--- src/lpcg_pkg.sv ---
// Behaviour
// - Stop holds clock high, all oscillators off.
// - Select 0: stop loads prescaler FF, timer 01.
// - Select 1: stop leaves prescaler, timer untouched.
// - Prescaler counts selected source divided by 16.
// - Interrupt restarts oscillator; clock after underflow.
// - Reset leaves stop with no wait.
// - Wait holds clock high, oscillators keep running.
// - Wait resumes at once on interrupt or reset.
// - Auto bit: I2C pin edge starts main, middle.
// - Wait select picks 5 or 7 low cycles.
// - Auto write in middle starts main oscillator.
// - Middle speed is source over 8; reset default.
// - Low speed is source over 2.
package lpcg_pkg;
   // ****************************************
   // Stabilisation counters
   // ****************************************
   localparam int STAB_W = 8;
   localparam logic [STAB_W-1:0] PRE_INIT = 8'hFF;
   localparam logic [STAB_W-1:0] TMR_INIT = 8'h01;
   localparam logic [STAB_W-1:0] CNT_ONE = 8'h01;
   localparam logic [STAB_W-1:0] CNT_ZERO = 8'h00;
   localparam logic [3:0] SRC_DIV_LAST = 4'hF;
   // ****************************************
   // Clock division and automatic switch
   // ****************************************
   localparam logic [1:0] MID_HALF_LAST = 2'h3;
   localparam logic [2:0] AUTO_WAIT_SHORT = 3'h5;
   localparam logic [2:0] AUTO_WAIT_LONG = 3'h7;
   localparam int SYNC_W = 5;
   localparam int SYNC_RC = 0;
   localparam int SYNC_MAIN = 1;
   localparam int SYNC_SUB = 2;
   localparam int SYNC_SCL = 3;
   localparam int SYNC_SDA = 4;
   typedef enum logic [1:0] {LPCG_RUN, LPCG_STOP, LPCG_STAB, LPCG_WAIT} lpcg_state_t;
endpackage

--- src/lpcg_sync.sv ---
`timescale 1ns/1ps
module lpcg_sync #(
   parameter int WIDTH = 1
) (
   input wire logic ref_clk,
   input wire logic rst_b,
   input wire logic [WIDTH-1:0] pin,
   output logic [WIDTH-1:0] level,
   output logic [WIDTH-1:0] rise,
   output logic [WIDTH-1:0] any_edge
);
   // ****************************************
   // Three stages; a change counts when stages two and three agree
   // ****************************************
   typedef struct packed {
      logic [WIDTH-1:0] s1;
      logic [WIDTH-1:0] s2;
      logic [WIDTH-1:0] s3;
      logic [WIDTH-1:0] lvl;
      logic [WIDTH-1:0] primed;
      logic [2:0] fill;
   } lpcg_sync_t;
   lpcg_sync_t r, next_r;
   generate
      if (WIDTH < 1) begin : g_bad_width
         $error("lpcg_sync: WIDTH must be at least 1");
      end
   endgenerate
   genvar i;
   generate
      for (i = 0; i < WIDTH; i++) begin : g_bit
         assign rise[i] = r.primed[i] && (r.s2[i] == r.s3[i]) && r.s3[i] && !r.lvl[i];
         assign any_edge[i] = r.primed[i] && (r.s2[i] == r.s3[i]) && (r.s3[i] != r.lvl[i]);
         assign level[i] = r.lvl[i];
      end
   endgenerate
   always_comb begin
      next_r = r;
      next_r.s1 = pin;
      next_r.s2 = r.s1;
      next_r.s3 = r.s2;
      // First settled value loads silently, so a pin idling high gives no edge after reset
      next_r.fill = {r.fill[1:0], 1'b1};
      for (int k = 0; k < WIDTH; k++) begin
         if (r.fill[2] && r.s2[k] == r.s3[k]) begin
            next_r.lvl[k] = r.s3[k];
            next_r.primed[k] = 1'b1;
         end
      end
   end
   always_ff @(posedge ref_clk) begin
      if (!rst_b) begin
         r <= '0;
      end else begin
         r <= next_r;
      end
   end
endmodule

--- src/lpcg_top.sv ---
`timescale 1ns/1ps
module lpcg_top (
   input wire logic ref_clk,
   input wire logic rst_b,
   input wire logic rc_osc_clk,
   input wire logic main_osc_input,
   input wire logic sub_osc_input,
   input wire logic scl_pin,
   input wire logic sda_pin,
   input wire logic stop_instruction,
   input wire logic wait_instruction,
   input wire logic ext_irq,
   input wire logic irq_accepted,
   input wire logic stab_select,
   input wire logic auto_mid_write,
   input wire logic auto_mid_value,
   input wire logic auto_wait_long,
   input wire logic rc_source_sel,
   input wire logic rc_osc_on,
   input wire logic sub_osc_on,
   input wire logic main_start,
   input wire logic main_stop,
   input wire logic go_low_speed,
   input wire logic go_mid_speed,
   input wire logic stab_load,
   input wire logic [lpcg_pkg::STAB_W-1:0] stab_pre_value,
   input wire logic [lpcg_pkg::STAB_W-1:0] stab_tmr_value,
   output logic phi,
   output logic rc_osc_en,
   output logic main_osc_en,
   output logic sub_osc_en,
   output logic mid_speed,
   output logic stop_active,
   output logic wait_active,
   output logic tmr_underflow,
   output logic [lpcg_pkg::STAB_W-1:0] stab_pre,
   output logic [lpcg_pkg::STAB_W-1:0] stab_tmr
);
   // ****************************************
   // State
   // ****************************************
   typedef struct packed {
      lpcg_pkg::lpcg_state_t st;
      logic stop_pend;
      logic wait_pend;
      logic phi;
      logic [1:0] half;
      logic [3:0] div16;
      logic [lpcg_pkg::STAB_W-1:0] pre;
      logic [lpcg_pkg::STAB_W-1:0] tmr;
      logic uflow;
      logic mid;
      logic auto_en;
      logic auto_run;
      logic [2:0] auto_cnt;
      logic main_req;
      logic rc_en;
      logic main_en;
      logic sub_en;
      logic stop_out;
      logic wait_out;
   } lpcg_core_t;
   lpcg_core_t r, next_r;
   logic [lpcg_pkg::SYNC_W-1:0] sync_rise, sync_edge;
   logic src_tick;
   logic i2c_edge;
   logic [2:0] auto_goal;

   // ****************************************
   // Pin sampling
   // ****************************************
   lpcg_sync #(.WIDTH(lpcg_pkg::SYNC_W)) u_sync (
      .ref_clk(ref_clk),
      .rst_b(rst_b),
      .pin({sda_pin, scl_pin, sub_osc_input, main_osc_input, rc_osc_clk}),
      .level(),
      .rise(sync_rise),
      .any_edge(sync_edge)
   );

   // Middle speed runs from RC or main, low speed from RC or sub
   always_comb begin
      if (rc_source_sel) begin
         src_tick = sync_rise[lpcg_pkg::SYNC_RC];
      end else if (r.mid) begin
         src_tick = sync_rise[lpcg_pkg::SYNC_MAIN];
      end else begin
         src_tick = sync_rise[lpcg_pkg::SYNC_SUB];
      end
   end
   assign i2c_edge = sync_edge[lpcg_pkg::SYNC_SCL] | sync_edge[lpcg_pkg::SYNC_SDA];
   assign auto_goal = auto_wait_long ? lpcg_pkg::AUTO_WAIT_LONG
                                     : lpcg_pkg::AUTO_WAIT_SHORT;

   // ****************************************
   // Next state
   // ****************************************
   always_comb begin
      next_r = r;
      next_r.uflow = 1'b0;
      // Internal clock divider; frozen high outside RUN
      if (r.st == lpcg_pkg::LPCG_RUN && src_tick) begin
         if (!r.mid) begin
            next_r.phi = !r.phi;
         end else if (r.half == lpcg_pkg::MID_HALF_LAST) begin
            next_r.half = '0;
            next_r.phi = !r.phi;
         end else begin
            next_r.half = r.half + 2'h1;
         end
      end
      if (stop_instruction) begin
         next_r.stop_pend = 1'b1;
      end
      if (wait_instruction) begin
         next_r.wait_pend = 1'b1;
      end
      if (stab_load) begin
         next_r.pre = stab_pre_value;
         next_r.tmr = stab_tmr_value;
      end
      case (r.st)
         lpcg_pkg::LPCG_RUN: begin
            // Gate closes only on a high phase so no runt pulse reaches the CPU
            if (r.stop_pend && r.phi) begin
               next_r.st = lpcg_pkg::LPCG_STOP;
               next_r.stop_pend = 1'b0;
               next_r.phi = 1'b1;
               next_r.half = '0;
               next_r.div16 = '0;
               if (!stab_select) begin
                  next_r.pre = lpcg_pkg::PRE_INIT;
                  next_r.tmr = lpcg_pkg::TMR_INIT;
               end
            end else if (r.wait_pend && r.phi) begin
               next_r.st = lpcg_pkg::LPCG_WAIT;
               next_r.wait_pend = 1'b0;
               next_r.phi = 1'b1;
               next_r.half = '0;
            end
         end
         lpcg_pkg::LPCG_STOP: begin
            if (ext_irq) begin
               next_r.st = lpcg_pkg::LPCG_STAB;
            end
         end
         lpcg_pkg::LPCG_STAB: begin
            // Count only once the restarted source is ticking
            if (src_tick) begin
               next_r.div16 = r.div16 + 4'h1;
               if (r.div16 == lpcg_pkg::SRC_DIV_LAST) begin
                  next_r.pre = r.pre - lpcg_pkg::CNT_ONE;
                  if (r.pre == lpcg_pkg::CNT_ZERO) begin
                     next_r.tmr = r.tmr - lpcg_pkg::CNT_ONE;
                     if (r.tmr == lpcg_pkg::CNT_ZERO) begin
                        next_r.st = lpcg_pkg::LPCG_RUN;
                        next_r.uflow = 1'b1;
                     end
                  end
               end
            end
         end
         lpcg_pkg::LPCG_WAIT: begin
            if (irq_accepted || ext_irq) begin
               next_r.st = lpcg_pkg::LPCG_RUN;
            end
         end
         default: begin
            next_r.st = lpcg_pkg::LPCG_RUN;
         end
      endcase

      // ****************************************
      // Speed mode and automatic middle-speed switch
      // ****************************************
      if (go_mid_speed) begin
         next_r.mid = 1'b1;
      end else if (go_low_speed) begin
         next_r.mid = 1'b0;
         next_r.half = '0;
      end
      if (auto_mid_write) begin
         next_r.auto_en = auto_mid_value;
         if (auto_mid_value && r.mid) begin
            next_r.main_req = 1'b1;
         end
      end
      if (main_stop) begin
         next_r.main_req = 1'b0;
      end
      if (main_start) begin
         next_r.main_req = 1'b1;
      end
      if (r.auto_en && !r.mid && !r.auto_run && i2c_edge) begin
         next_r.auto_run = 1'b1;
         next_r.auto_cnt = '0;
         next_r.main_req = 1'b1;
      end
      // Count low-speed rising edges, then switch on the next falling one: half-cycle offset
      if (r.auto_run && r.st == lpcg_pkg::LPCG_RUN && src_tick) begin
         if (!r.phi && r.auto_cnt != auto_goal) begin
            next_r.auto_cnt = r.auto_cnt + 3'h1;
         end else if (r.phi && r.auto_cnt == auto_goal) begin
            next_r.auto_run = 1'b0;
            next_r.mid = 1'b1;
            next_r.half = '0;
         end
      end
      if (r.mid) begin
         next_r.auto_run = 1'b0;
      end

      // ****************************************
      // Oscillator enables: off in stop, otherwise follow rc_osc_on, main request and sub_osc_on
      // ****************************************
      next_r.rc_en = rc_osc_on && (next_r.st != lpcg_pkg::LPCG_STOP);
      next_r.main_en = next_r.main_req && (next_r.st != lpcg_pkg::LPCG_STOP);
      next_r.sub_en = sub_osc_on && (next_r.st != lpcg_pkg::LPCG_STOP);
      next_r.stop_out = (next_r.st == lpcg_pkg::LPCG_STOP) || (next_r.st == lpcg_pkg::LPCG_STAB);
      next_r.wait_out = next_r.st == lpcg_pkg::LPCG_WAIT;
   end

   // ****************************************
   // Registers; synchronous reset releases stop with no wait
   // ****************************************
   always_ff @(posedge ref_clk) begin
      if (!rst_b) begin
         r.st <= lpcg_pkg::LPCG_RUN;
         r.stop_pend <= 1'b0;
         r.wait_pend <= 1'b0;
         r.phi <= 1'b1;
         r.half <= '0;
         r.div16 <= '0;
         r.pre <= lpcg_pkg::PRE_INIT;
         r.tmr <= lpcg_pkg::TMR_INIT;
         r.uflow <= 1'b0;
         r.mid <= 1'b1;
         r.auto_en <= 1'b0;
         r.auto_run <= 1'b0;
         r.auto_cnt <= '0;
         r.main_req <= 1'b0;
         r.rc_en <= 1'b1;
         r.main_en <= 1'b0;
         r.sub_en <= 1'b0;
         r.stop_out <= 1'b0;
         r.wait_out <= 1'b0;
      end else begin
         r <= next_r;
      end
   end

   assign phi = r.phi;
   assign rc_osc_en = r.rc_en;
   assign main_osc_en = r.main_en;
   assign sub_osc_en = r.sub_en;
   assign mid_speed = r.mid;
   assign stop_active = r.stop_out;
   assign wait_active = r.wait_out;
   assign tmr_underflow = r.uflow;
   assign stab_pre = r.pre;
   assign stab_tmr = r.tmr;
endmodule

--- config.mk ---
export PLATFORM = sky130hd
export DESIGN_NAME = lpcg_top
export DESIGN_NICKNAME = d
export VERILOG_FILES = /design/src/lpcg_pkg.sv /design/src/lpcg_sync.sv /design/src/lpcg_top.sv
export SDC_FILE = /design/constraint.sdc
export NUM_CORES = 1
export LEC_CHECK = 0
export BUFFER_PORTS_ARGS = -buffer_cell sky130_fd_sc_hd__buf_2
export CAP_MARGIN = 30
export CORE_MARGIN = 10
export CORE_UTILIZATION = 50
export CTS_CLUSTER_DIAMETER = 150
export DETAILED_ROUTE_END_ITERATION = 7
export GPL_TIMING_DRIVEN = 1
export PLACE_DENSITY = 0.85
export SLEW_MARGIN = 20
export SYNTH_ARGS = -nofsm -noshare
export SYNTH_HDL_FRONTEND = slang
export SYNTH_HIERARCHICAL = 1
export SYNTH_SLANG_ARGS = --single-unit
export TNS_END_PERCENT = 5
--- constraint.sdc ---
create_clock -name ref_clk -period 6.9 [get_ports ref_clk]
set_clock_uncertainty 0.15 [all_clocks]
set_input_delay 1.38 -clock ref_clk [delete_from_list [all_inputs] [get_ports ref_clk]]
set_output_delay 1.38 -clock ref_clk [all_outputs]
set_load 0.1 [all_outputs]
==> results of run 1 <==
## worst register-to-register path, stage by stage (launching register included)
cell and delay [ps]:
dfxtp_1 540, mux2_2 430, o211ai_1 530, nor2_1 210, a2111oi_0 470, o21ai_0 120
## power by group through the flow
stage | Clock [mW] | Combinational, mW | Sequential (mW)
6_report | 0.320 | 0.187 | 0.434
5_1_grt | 0.341 | 0.201 | 0.437
4_1_cts | 0.325 | 0.187 | 0.434
3_5_place_dp | 0 | 0.187 | 0.443
3_3_place_gp | 0 | 0.184 | 0.442
2_1_floorplan | 0 | 0.120 | 0.475
## registers in the layout, indices dropped and copies added, names as in the netlist, 5 cells and up
name	flops
r	16
u_sync/r	11
stab_pre	8
stab_tmr	8
u_sync/next_r	12
u_sync/level	5
## routing by layer
layer  global-route usage, %  up-vias
met5                       0        -
met4                   5.252        0
met3                   5.922       12
met2                   23.29       99
met1                   15.86     1282
li1                        -     1390
## final cells by class
type / instances / share of cell area [%]
clock buffer: 10 / 3.430
clock inverter: 6 / 1.715
multi-input combinational: 255 / 45.43
inverter: 19 / 1.917
timing repair buffer: 62 / 8.339
sequential: 68 / 36.58
tap: 77 / 2.589
## cells in the final DEF (no fill, tap or decap), drive strengths merged, types with 3 or more instances in the layout
cell type / instances
a2111oi: 3
a211o: 6
a21boi: 5
a21oi: 19
and2: 22
and3: 10
and4: 3
buf: 62
clkbuf: 10
dfxtp: 68
ha: 9
inv: 20
mux2i: 7
nand2: 28
nand3: 9
nand3b: 6
nand4: 3
nand4b: 3
nor2: 15
nor2b: 13
nor3: 8
o211ai: 3
o21ai: 27
o31ai: 4
o32ai: 10
or2: 4
or3: 5
or3b: 3
xor2: 6
## final timing paths
path                  endpoint         startpoint  cells past startpoint  slack [ps]
max                stab_tmr[3]              rst_b                      5        3970
min          u_sync/next_r[15]  u_sync/next_r[20]                      1         280
max reg2reg        stab_pre[1]          mid_speed                      5        4300
min reg2reg  u_sync/next_r[15]  u_sync/next_r[20]                      1         280
==> qor.yml, run 1 <==
grt_overflow: 0
cts_tree: "yes"
cts_buffers: 9
syn_avg_cell_area_um2: 8.931
initial_utilization_pct: 51.61
worst-path-buf-inv: 1
num_antenna_cells: 0
seq_power_share_pct: 46.2
synth_area_um2: 3296
swShare_pct: 33.00
drive_gt1_share_pct: 23.10
cts_resized: 0
core_um2: 6386
dr.pass1.iters: 4
fin_area_um2: 3721
dp_hpwl_um: 5449
dr_total_vias: 2783
start_kind: "primary input"
nNetsFinal: 463
final_antenna_net_count: 0
yosys_warnings: 6
clk_pin_slew_ps: 80
cts_max_level: 3
insertion_delay_ps: 350
vdd_drop_max_mv: 0.1960
holdWs_ps: 283.8
met2_length_um: 3406
status: "finished clean"
antenna_found_initial: 0
drt_iter0_markers: 104
grt.total_usage_pct: 14.10
synth_cells: 369
power.share.combinational_pct: 19.8
arrival_ps: 3070
crit_family: "compound AO/OA/AOI/OAI gates"
clkPwrFrac_pct: 34.0
cp_max_fo: 56
cts_root_buf: "clkbuf_8"
post_drt_wl_per_cell_um: 14.75
slowest_delay_ps: 590
dieArea_um2: 10240
total_power_mw: 0.9405
die_h_um: 101.2
ioPinCount: 63
synth_nets: 417
cts.path.max_buffers: 2
post-route-util_pct: 58.27
finalSetupViolations: 0
vias_per_cell: 5.600
cpMaxStageDelayCell: "buf_2"
p_leak_nw: 1.624
dp_slack_ps: 3634
tightest_slew_ps: 774.7
intPower_mw: 0.6301
setup_tns_ps: 0
wl_um: 7329
fin_cells: 497
globalplace.congestion: 0.8822
rsz0062_at_grt: "no"
post-route-drc-count: 0
cp-end-kind: "flip-flop"
critPathRequiredTime_ps: 7040
hold_class: "flip-flop to flip-flop"
top_layer_used: "met4"
min_period_over_period_pct: 42.49
p_sw_mw: 0.3104
post_dp_cell_area_um2: 3530
placement.io_buffers: 62
crit_path_cell_trace: "buf_2 > o21ai_0 > a21oi_1 > and3_1 > a211o_1"
fp.dieW_um: 101.2
max_freq_mhz: 341.1
wl_met3_um: 699
setup.worst_path.class: "primary input to flip-flop"
maxCapViolations: 0
rows: 29
power_density_nw_per_um2: 252.8
setup_ws_ps: 3968
grt_pass1_vias: 2684
grt_pass1_wl_um: 11920
hold_viol_final: 0
finalCriticalPeriod_ps: 2932
relSlewSlack_pct: 48.35
grt_start_max_net_pins: 57
m1WireLength_um: 3128
cts_hold_buf: 0
fillCellCount: 540
regArea_um2: 1361
slew_violations: 0
dp.cells: 481
area_growth_pct: 12.91
clock-sinks: 68
post_cts_buffers: 0
multi_input_comb_area_um2: 1690
Power figures use the tool's default switching activity.
==> run 2, diff against run 1 <==
--- a/config.mk
+++ b/config.mk
@@ -5,6 +5,7 @@
 export SDC_FILE = /design/constraint.sdc
 export NUM_CORES = 1
 export LEC_CHECK = 0
+export ABC_AREA = 1
 export BUFFER_PORTS_ARGS = -buffer_cell sky130_fd_sc_hd__buf_2
 export CAP_MARGIN = 30
 export CORE_MARGIN = 10
@@ -12,7 +13,7 @@
 export CTS_CLUSTER_DIAMETER = 150
 export DETAILED_ROUTE_END_ITERATION = 7
 export GPL_TIMING_DRIVEN = 1
-export PLACE_DENSITY = 0.85
+export PLACE_DENSITY = 0.84
 export SLEW_MARGIN = 20
 export SYNTH_ARGS = -nofsm -noshare
 export SYNTH_HDL_FRONTEND = slang
==> constraint.sdc (replaced) <==
create_clock -name ref_clk -period 2.85 [get_ports ref_clk]
set_clock_uncertainty 0.15 [all_clocks]
set_input_delay 0.57 -clock ref_clk [delete_from_list [all_inputs] [get_ports ref_clk]]
set_output_delay 0.57 -clock ref_clk [all_outputs]
set_load 0.1 [all_outputs]
==> qor.yml, run 2 <==
relSlewSlack_pct: 57.04
cts_max_level: 3
post_drt_wl_per_cell_um: 12.08
cts.path.max_buffers: 2
ioPinCount: 63
rsz0062_at_grt: "no"
drive_gt1_share_pct: 24.20
swShare_pct: 35.50
p_sw_mw: 0.8532
vdd_drop_max_mv: 0.4222
dr_total_vias: 2978
start_kind: "flip-flop"
final_antenna_net_count: 0
maxCapViolations: 0
hold_class: "primary input to flip-flop"
critPathRequiredTime_ps: 2130
cts_root_buf: "clkbuf_8"
largest_reg_flops: 16
status: "finished clean"
largest_register: "r"
setup.worst_path.class: "flip-flop to output pin"
slew_violations: 0
cts_tree: "yes"
max_freq_mhz: 488.9
power_density_nw_per_um2: 602.6
holdWs_ps: 249.9
grt_start_max_net_pins: 23
initial_utilization_pct: 51.48
fp.dieW_um: 103.9
rows: 30
drt_iter0_markers: 124
layout_common_cells: "nand2_1 (98), inv_1 (72), dfxtp_1 (68)"
dr.pass1.iters: 4
min_period_over_period_pct: 71.77
worst-path-buf-inv: 1
multi_input_comb_area_um2: 1662
layout_commonest_cell: "nand2_1"
clk_pin_slew_ps: 80
placement.io_buffers: 62
dp_hpwl_um: 5739
synth_area_um2: 3517
crit_path_cell_trace: "buf_2"
die_h_um: 103.9
grt_overflow: 0
wl_um: 7550
clkPwrFrac_pct: 33.5
grt_pass1_wl_um: 13460
core_um2: 6832
finalCriticalPeriod_ps: 2045
p_leak_nw: 1.906
cts_buffers: 9
fillCellCount: 651
post_cts_buffers: 0
setup_tns_ps: 0
syn_avg_cell_area_um2: 7.452
cts_hold_buf: 0
intPower_mw: 1.550
power.share.combinational_pct: 22.9
synth_nets: 520
arrival_ps: 1330
cts_resized: 0
yosys_warnings: 6
area_growth_pct: 13.38
seq_power_share_pct: 43.7
regArea_um2: 1361
slowest_delay_ps: 490
clock-sinks: 68
finalSetupViolations: 0
cp-end-kind: "output pin"
cp_max_fo: 7
globalplace.congestion: 0.8517
num_antenna_cells: 0
insertion_delay_ps: 350
vias_per_cell: 4.765
crit_family: "flip-flops"
grt.total_usage_pct: 14.72
grt_pass1_vias: 3063
hold_viol_final: 0
post-route-drc-count: 0
tightest_slew_ps: 636.4
nNetsFinal: 572
dieArea_um2: 10790
cpMaxStageDelayCell: "dfxtp_1"
synth_cells: 472
antenna_found_initial: 0
==> run 2: routing by layer <==
| layer | vias to the layer above | track usage [%] | wire length [µm] |
|---|---|---|---|
| met1 | 1327 | 16.36 | 3352 |
| li1 | 1576 | - | - |
| met3 | 10 | 3.717 | 387 |
| met2 | 65 | 25.50 | 3694 |
| met5 | - | 0 | 0 |
| met4 | 0 | 7.256 | 115 |
==> run 2: final timing paths <==
path | end | cells after the start | slack [ps] | from
max | mid_speed | 1 | 800 | mid_speed
min | u_sync/next_r[20] | 3 | 250 | sub_osc_input
max reg2reg | rc_osc_en | 13 | 860 | r[29]
min reg2reg | u_sync/next_r[15] | 2 | 260 | u_sync/next_r[20]
==> run 2: through the flow <==
stage               area, µm²  cells  utilization (%)  total power [mW]  setup WS (ps)
floorplan                3517    472                -             1.530          487.5
global placement         3787    609            55.44             1.607          941.8
detailed placement       3787    609            55.44             1.622          839.1
CTS                      3988    625            58.37             2.423          781.8
global route             3988    625            58.37             2.520          654.6
finish                   3988    625            58.37             2.403          804.5
==> run 2: power by group through the flow <==
stage | clock (mW) | sequential [mW] | combinational [mW]
after detailed placement | 0 | 1.07 | 0.550
after global placement | 0 | 1.07 | 0.538
after global routing | 0.863 | 1.06 | 0.599
final | 0.804 | 1.05 | 0.549
after floorplan | 0 | 1.16 | 0.372
after CTS | 0.820 | 1.05 | 0.554
==> run 2: layout make-up <==
type,instances,area share [%]
clock buffers,9,3.106
clock inverters,7,1.914
inverters,83,8.001
multi-input cells,298,41.67
flip-flops and latches,68,34.14
well taps,96,3.012
repair buffers,64,8.158
==> run 3, diff against run 2 <==
--- a/config.mk
+++ b/config.mk
@@ -5,7 +5,7 @@
 export SDC_FILE = /design/constraint.sdc
 export NUM_CORES = 1
 export LEC_CHECK = 0
-export ABC_AREA = 1
+export ABC_AREA = 0
 export BUFFER_PORTS_ARGS = -buffer_cell sky130_fd_sc_hd__buf_2
 export CAP_MARGIN = 30
 export CORE_MARGIN = 10
@@ -13,7 +13,7 @@
 export CTS_CLUSTER_DIAMETER = 150
 export DETAILED_ROUTE_END_ITERATION = 7
 export GPL_TIMING_DRIVEN = 1
-export PLACE_DENSITY = 0.84
+export PLACE_DENSITY = 0.88
 export SLEW_MARGIN = 20
 export SYNTH_ARGS = -nofsm -noshare
 export SYNTH_HDL_FRONTEND = slang
==> constraint.sdc (replaced) <==
create_clock -name ref_clk -period 1.85 [get_ports ref_clk]
set_clock_uncertainty 0.15 [all_clocks]
set_input_delay 0.37 -clock ref_clk [delete_from_list [all_inputs] [get_ports ref_clk]]
set_output_delay 0.37 -clock ref_clk [all_outputs]
set_load 0.1 [all_outputs]
==> qor.yml, run 3 (synthesis results as in run 1) <==
wl_um: 9219
hold_viol_final: 0
min_to: "u_sync/next_r[22]"
violations: "negative setup slack"
cp_max_fo: 3
dieArea_um2: 10240
worst-path-buf-inv: 2
crit_cells: 9
cts_tree: "yes"
cts_buffers: 9
ioPinCount: 63
holdWs_ps: 69.40
fp.dieW_um: 101.2
insertion_delay_ps: 360
slew_violations: 0
post_drt_wl_per_cell_um: 16.15
hold_class: "primary input to flip-flop"
arrival_ps: 2490
hold_start: "sda_pin"
final_antenna_net_count: 0
cts_root_buf: "clkbuf_8"
multi_input_comb_area_um2: 1800
fillCellCount: 448
power.share.combinational_pct: 23.8
p_leak_nw: 2.038
finalSetupViolations: 27
post_dp_cell_area_um2: 4074
clkPwrFrac_pct: 36.5
grt_pass1_wl_um: 14790
antenna_found_initial: 0
crit_start: "stab_pre[0]"
die_h_um: 101.2
rows: 29
intPower_mw: 2.729
crit_family: "simple AND/OR/NAND/NOR gates"
dr.pass1.iters: 5
initial_utilization_pct: 51.61
hold_path_depth: 2
clk_pin_slew_ps: 80
regArea_um2: 1375
tightest_slew_ps: 570.0
rsz0062_at_grt: "yes"
seq_power_share_pct: 39.7
min_period_over_period_pct: 129.6
vdd_drop_max_mv: 0.8590
vias_per_cell: 5.588
cts_max_level: 3
placement.io_buffers: 62
grt_pass1_vias: 3307
cp-end-kind: "flip-flop"
core_um2: 6386
drt_iter0_markers: 146
crit_path_cell_trace: "inv_2 > ha_1 > or4b_4 > nor3_4 > or3b_4 > a21oi_4 > inv_1 > ha_1 > and2_1"
setup_ws_ps: -548.3
num_antenna_cells: 0
ff2ff_setup_slack_ps: -550
worstRegToRegCells: 9
drive_gt1_share_pct: 41.30
clock-sinks: 68
nNetsFinal: 537
globalplace.congestion: 0.9038
slowest_delay_ps: 480
largest_reg_flops: 16
layout_commonest_cell: "buf_4"
rr_startpoint: "stab_pre[0]"
layout_common_cells: "buf_4 (71), buf_2 (60), dfxtp_1 (59)"
finalCriticalPeriod_ps: 2398
post-route-drc-count: 0
area_growth_pct: 35.84
p_sw_mw: 1.282
power_density_nw_per_um2: 895.9
cts.path.max_buffers: 2
dp_slack_ps: -590.9
rr_endpoint: "wait_active"
grt_overflow: 0
status: "finished, violations left"
max_freq_mhz: 417.0
cpMaxStageDelayCell: "or4b_4"
setup.worst_path.class: "flip-flop to flip-flop"
fin_area_um2: 4477
critPathMostFrequentCell: "ha_1"
grt.total_usage_pct: 17.66
critPathRequiredTime_ps: 1940
grt_start_max_net_pins: 39
total_power_mw: 4.011
relSlewSlack_pct: 61.92
dp_hpwl_um: 6510
swShare_pct: 31.96
maxCapViolations: 0
dr_total_vias: 3191
start_kind: "flip-flop"
largest_register: "r"
==> run 3: cell count changes in the layout (fill, tap and decap cells not counted), sizes merged, moves of 22 or more <==
| cell | previous run | this run |
|---|---|---|
| nor2 | 57 | 15 |
| nand3 | 32 | 9 |
| inv | 81 | 20 |
| nand2 | 109 | 28 |
| and2 | 0 | 22 |
| buf | 64 | 134 |
==> run 3: layout make-up <==
cell class / instances / area share, %
clock inverters: 6 / 2.096
flip-flops and latches: 68 / 30.72
repair buffers: 136 / 19.90
multi-input cells: 255 / 40.22
inverters: 19 / 1.593
well taps: 77 / 2.152
clock buffers: 10 / 3.326
==> run 3: worst register-to-register path, delay by kind of cell (launching register included) <==
kind | cells | cell delay (ps)
AOI/OAI and AO/OA | 1 | 180
adders and majority gates | 2 | 300
buffers and inverters | 2 | 130
DFF | 1 | 340
and+or+nand+nor | 4 | 1210
==> run 3: worst max-delay path by stage <==
| stage | end |
|---|---|
| finish | wait_active |
| global route | sub_osc_en |
| CTS | wait_active |
| detailed placement | sub_osc_en |
| global placement | sub_osc_en |
| floorplan | wait_active |
==> run 3: through the flow <==
stage / util [%] / std cells / setup TNS (ps)
CTS: 69.12 / 571 / -5278
global route: 70.10 / 571 / -7982
floorplan: - / 369 / -8684
finish: 70.10 / 571 / -5409
detailed placement: 63.79 / 551 / -10120
global placement: 63.79 / 551 / -7185
==> run 3: repair_timing <==
| item | 4_1_cts | 5_1_grt |
|---|---|---|
| setup endpoints to repair | 35 | 36 |
| resized for setup | 30 | 26 |
| pin swaps | 6 | 5 |
| hold buffers | 0 | 0 |
| buffers inserted | 4 | 0 |
==> run 3: metal layers <==
layer  GRT usage, %  vias up  share of wire [%]
met5              0        -                  0
met4          8.253        0                2.5
met3          5.582       23                7.4
met2          30.76      124                 50
met1          19.02     1500                 40
li1               -     1544                  -
==> run 3: power groups by stage <==
stage	logic [mW]	clock network (mW)	registers [mW]
after detailed placement	0.887	0	1.62
after floorplan	0.450	0	1.77
final	0.956	1.46	1.59
after global placement	0.859	0	1.62
after global routing	1.01	1.54	1.60
after CTS	0.931	1.47	1.59
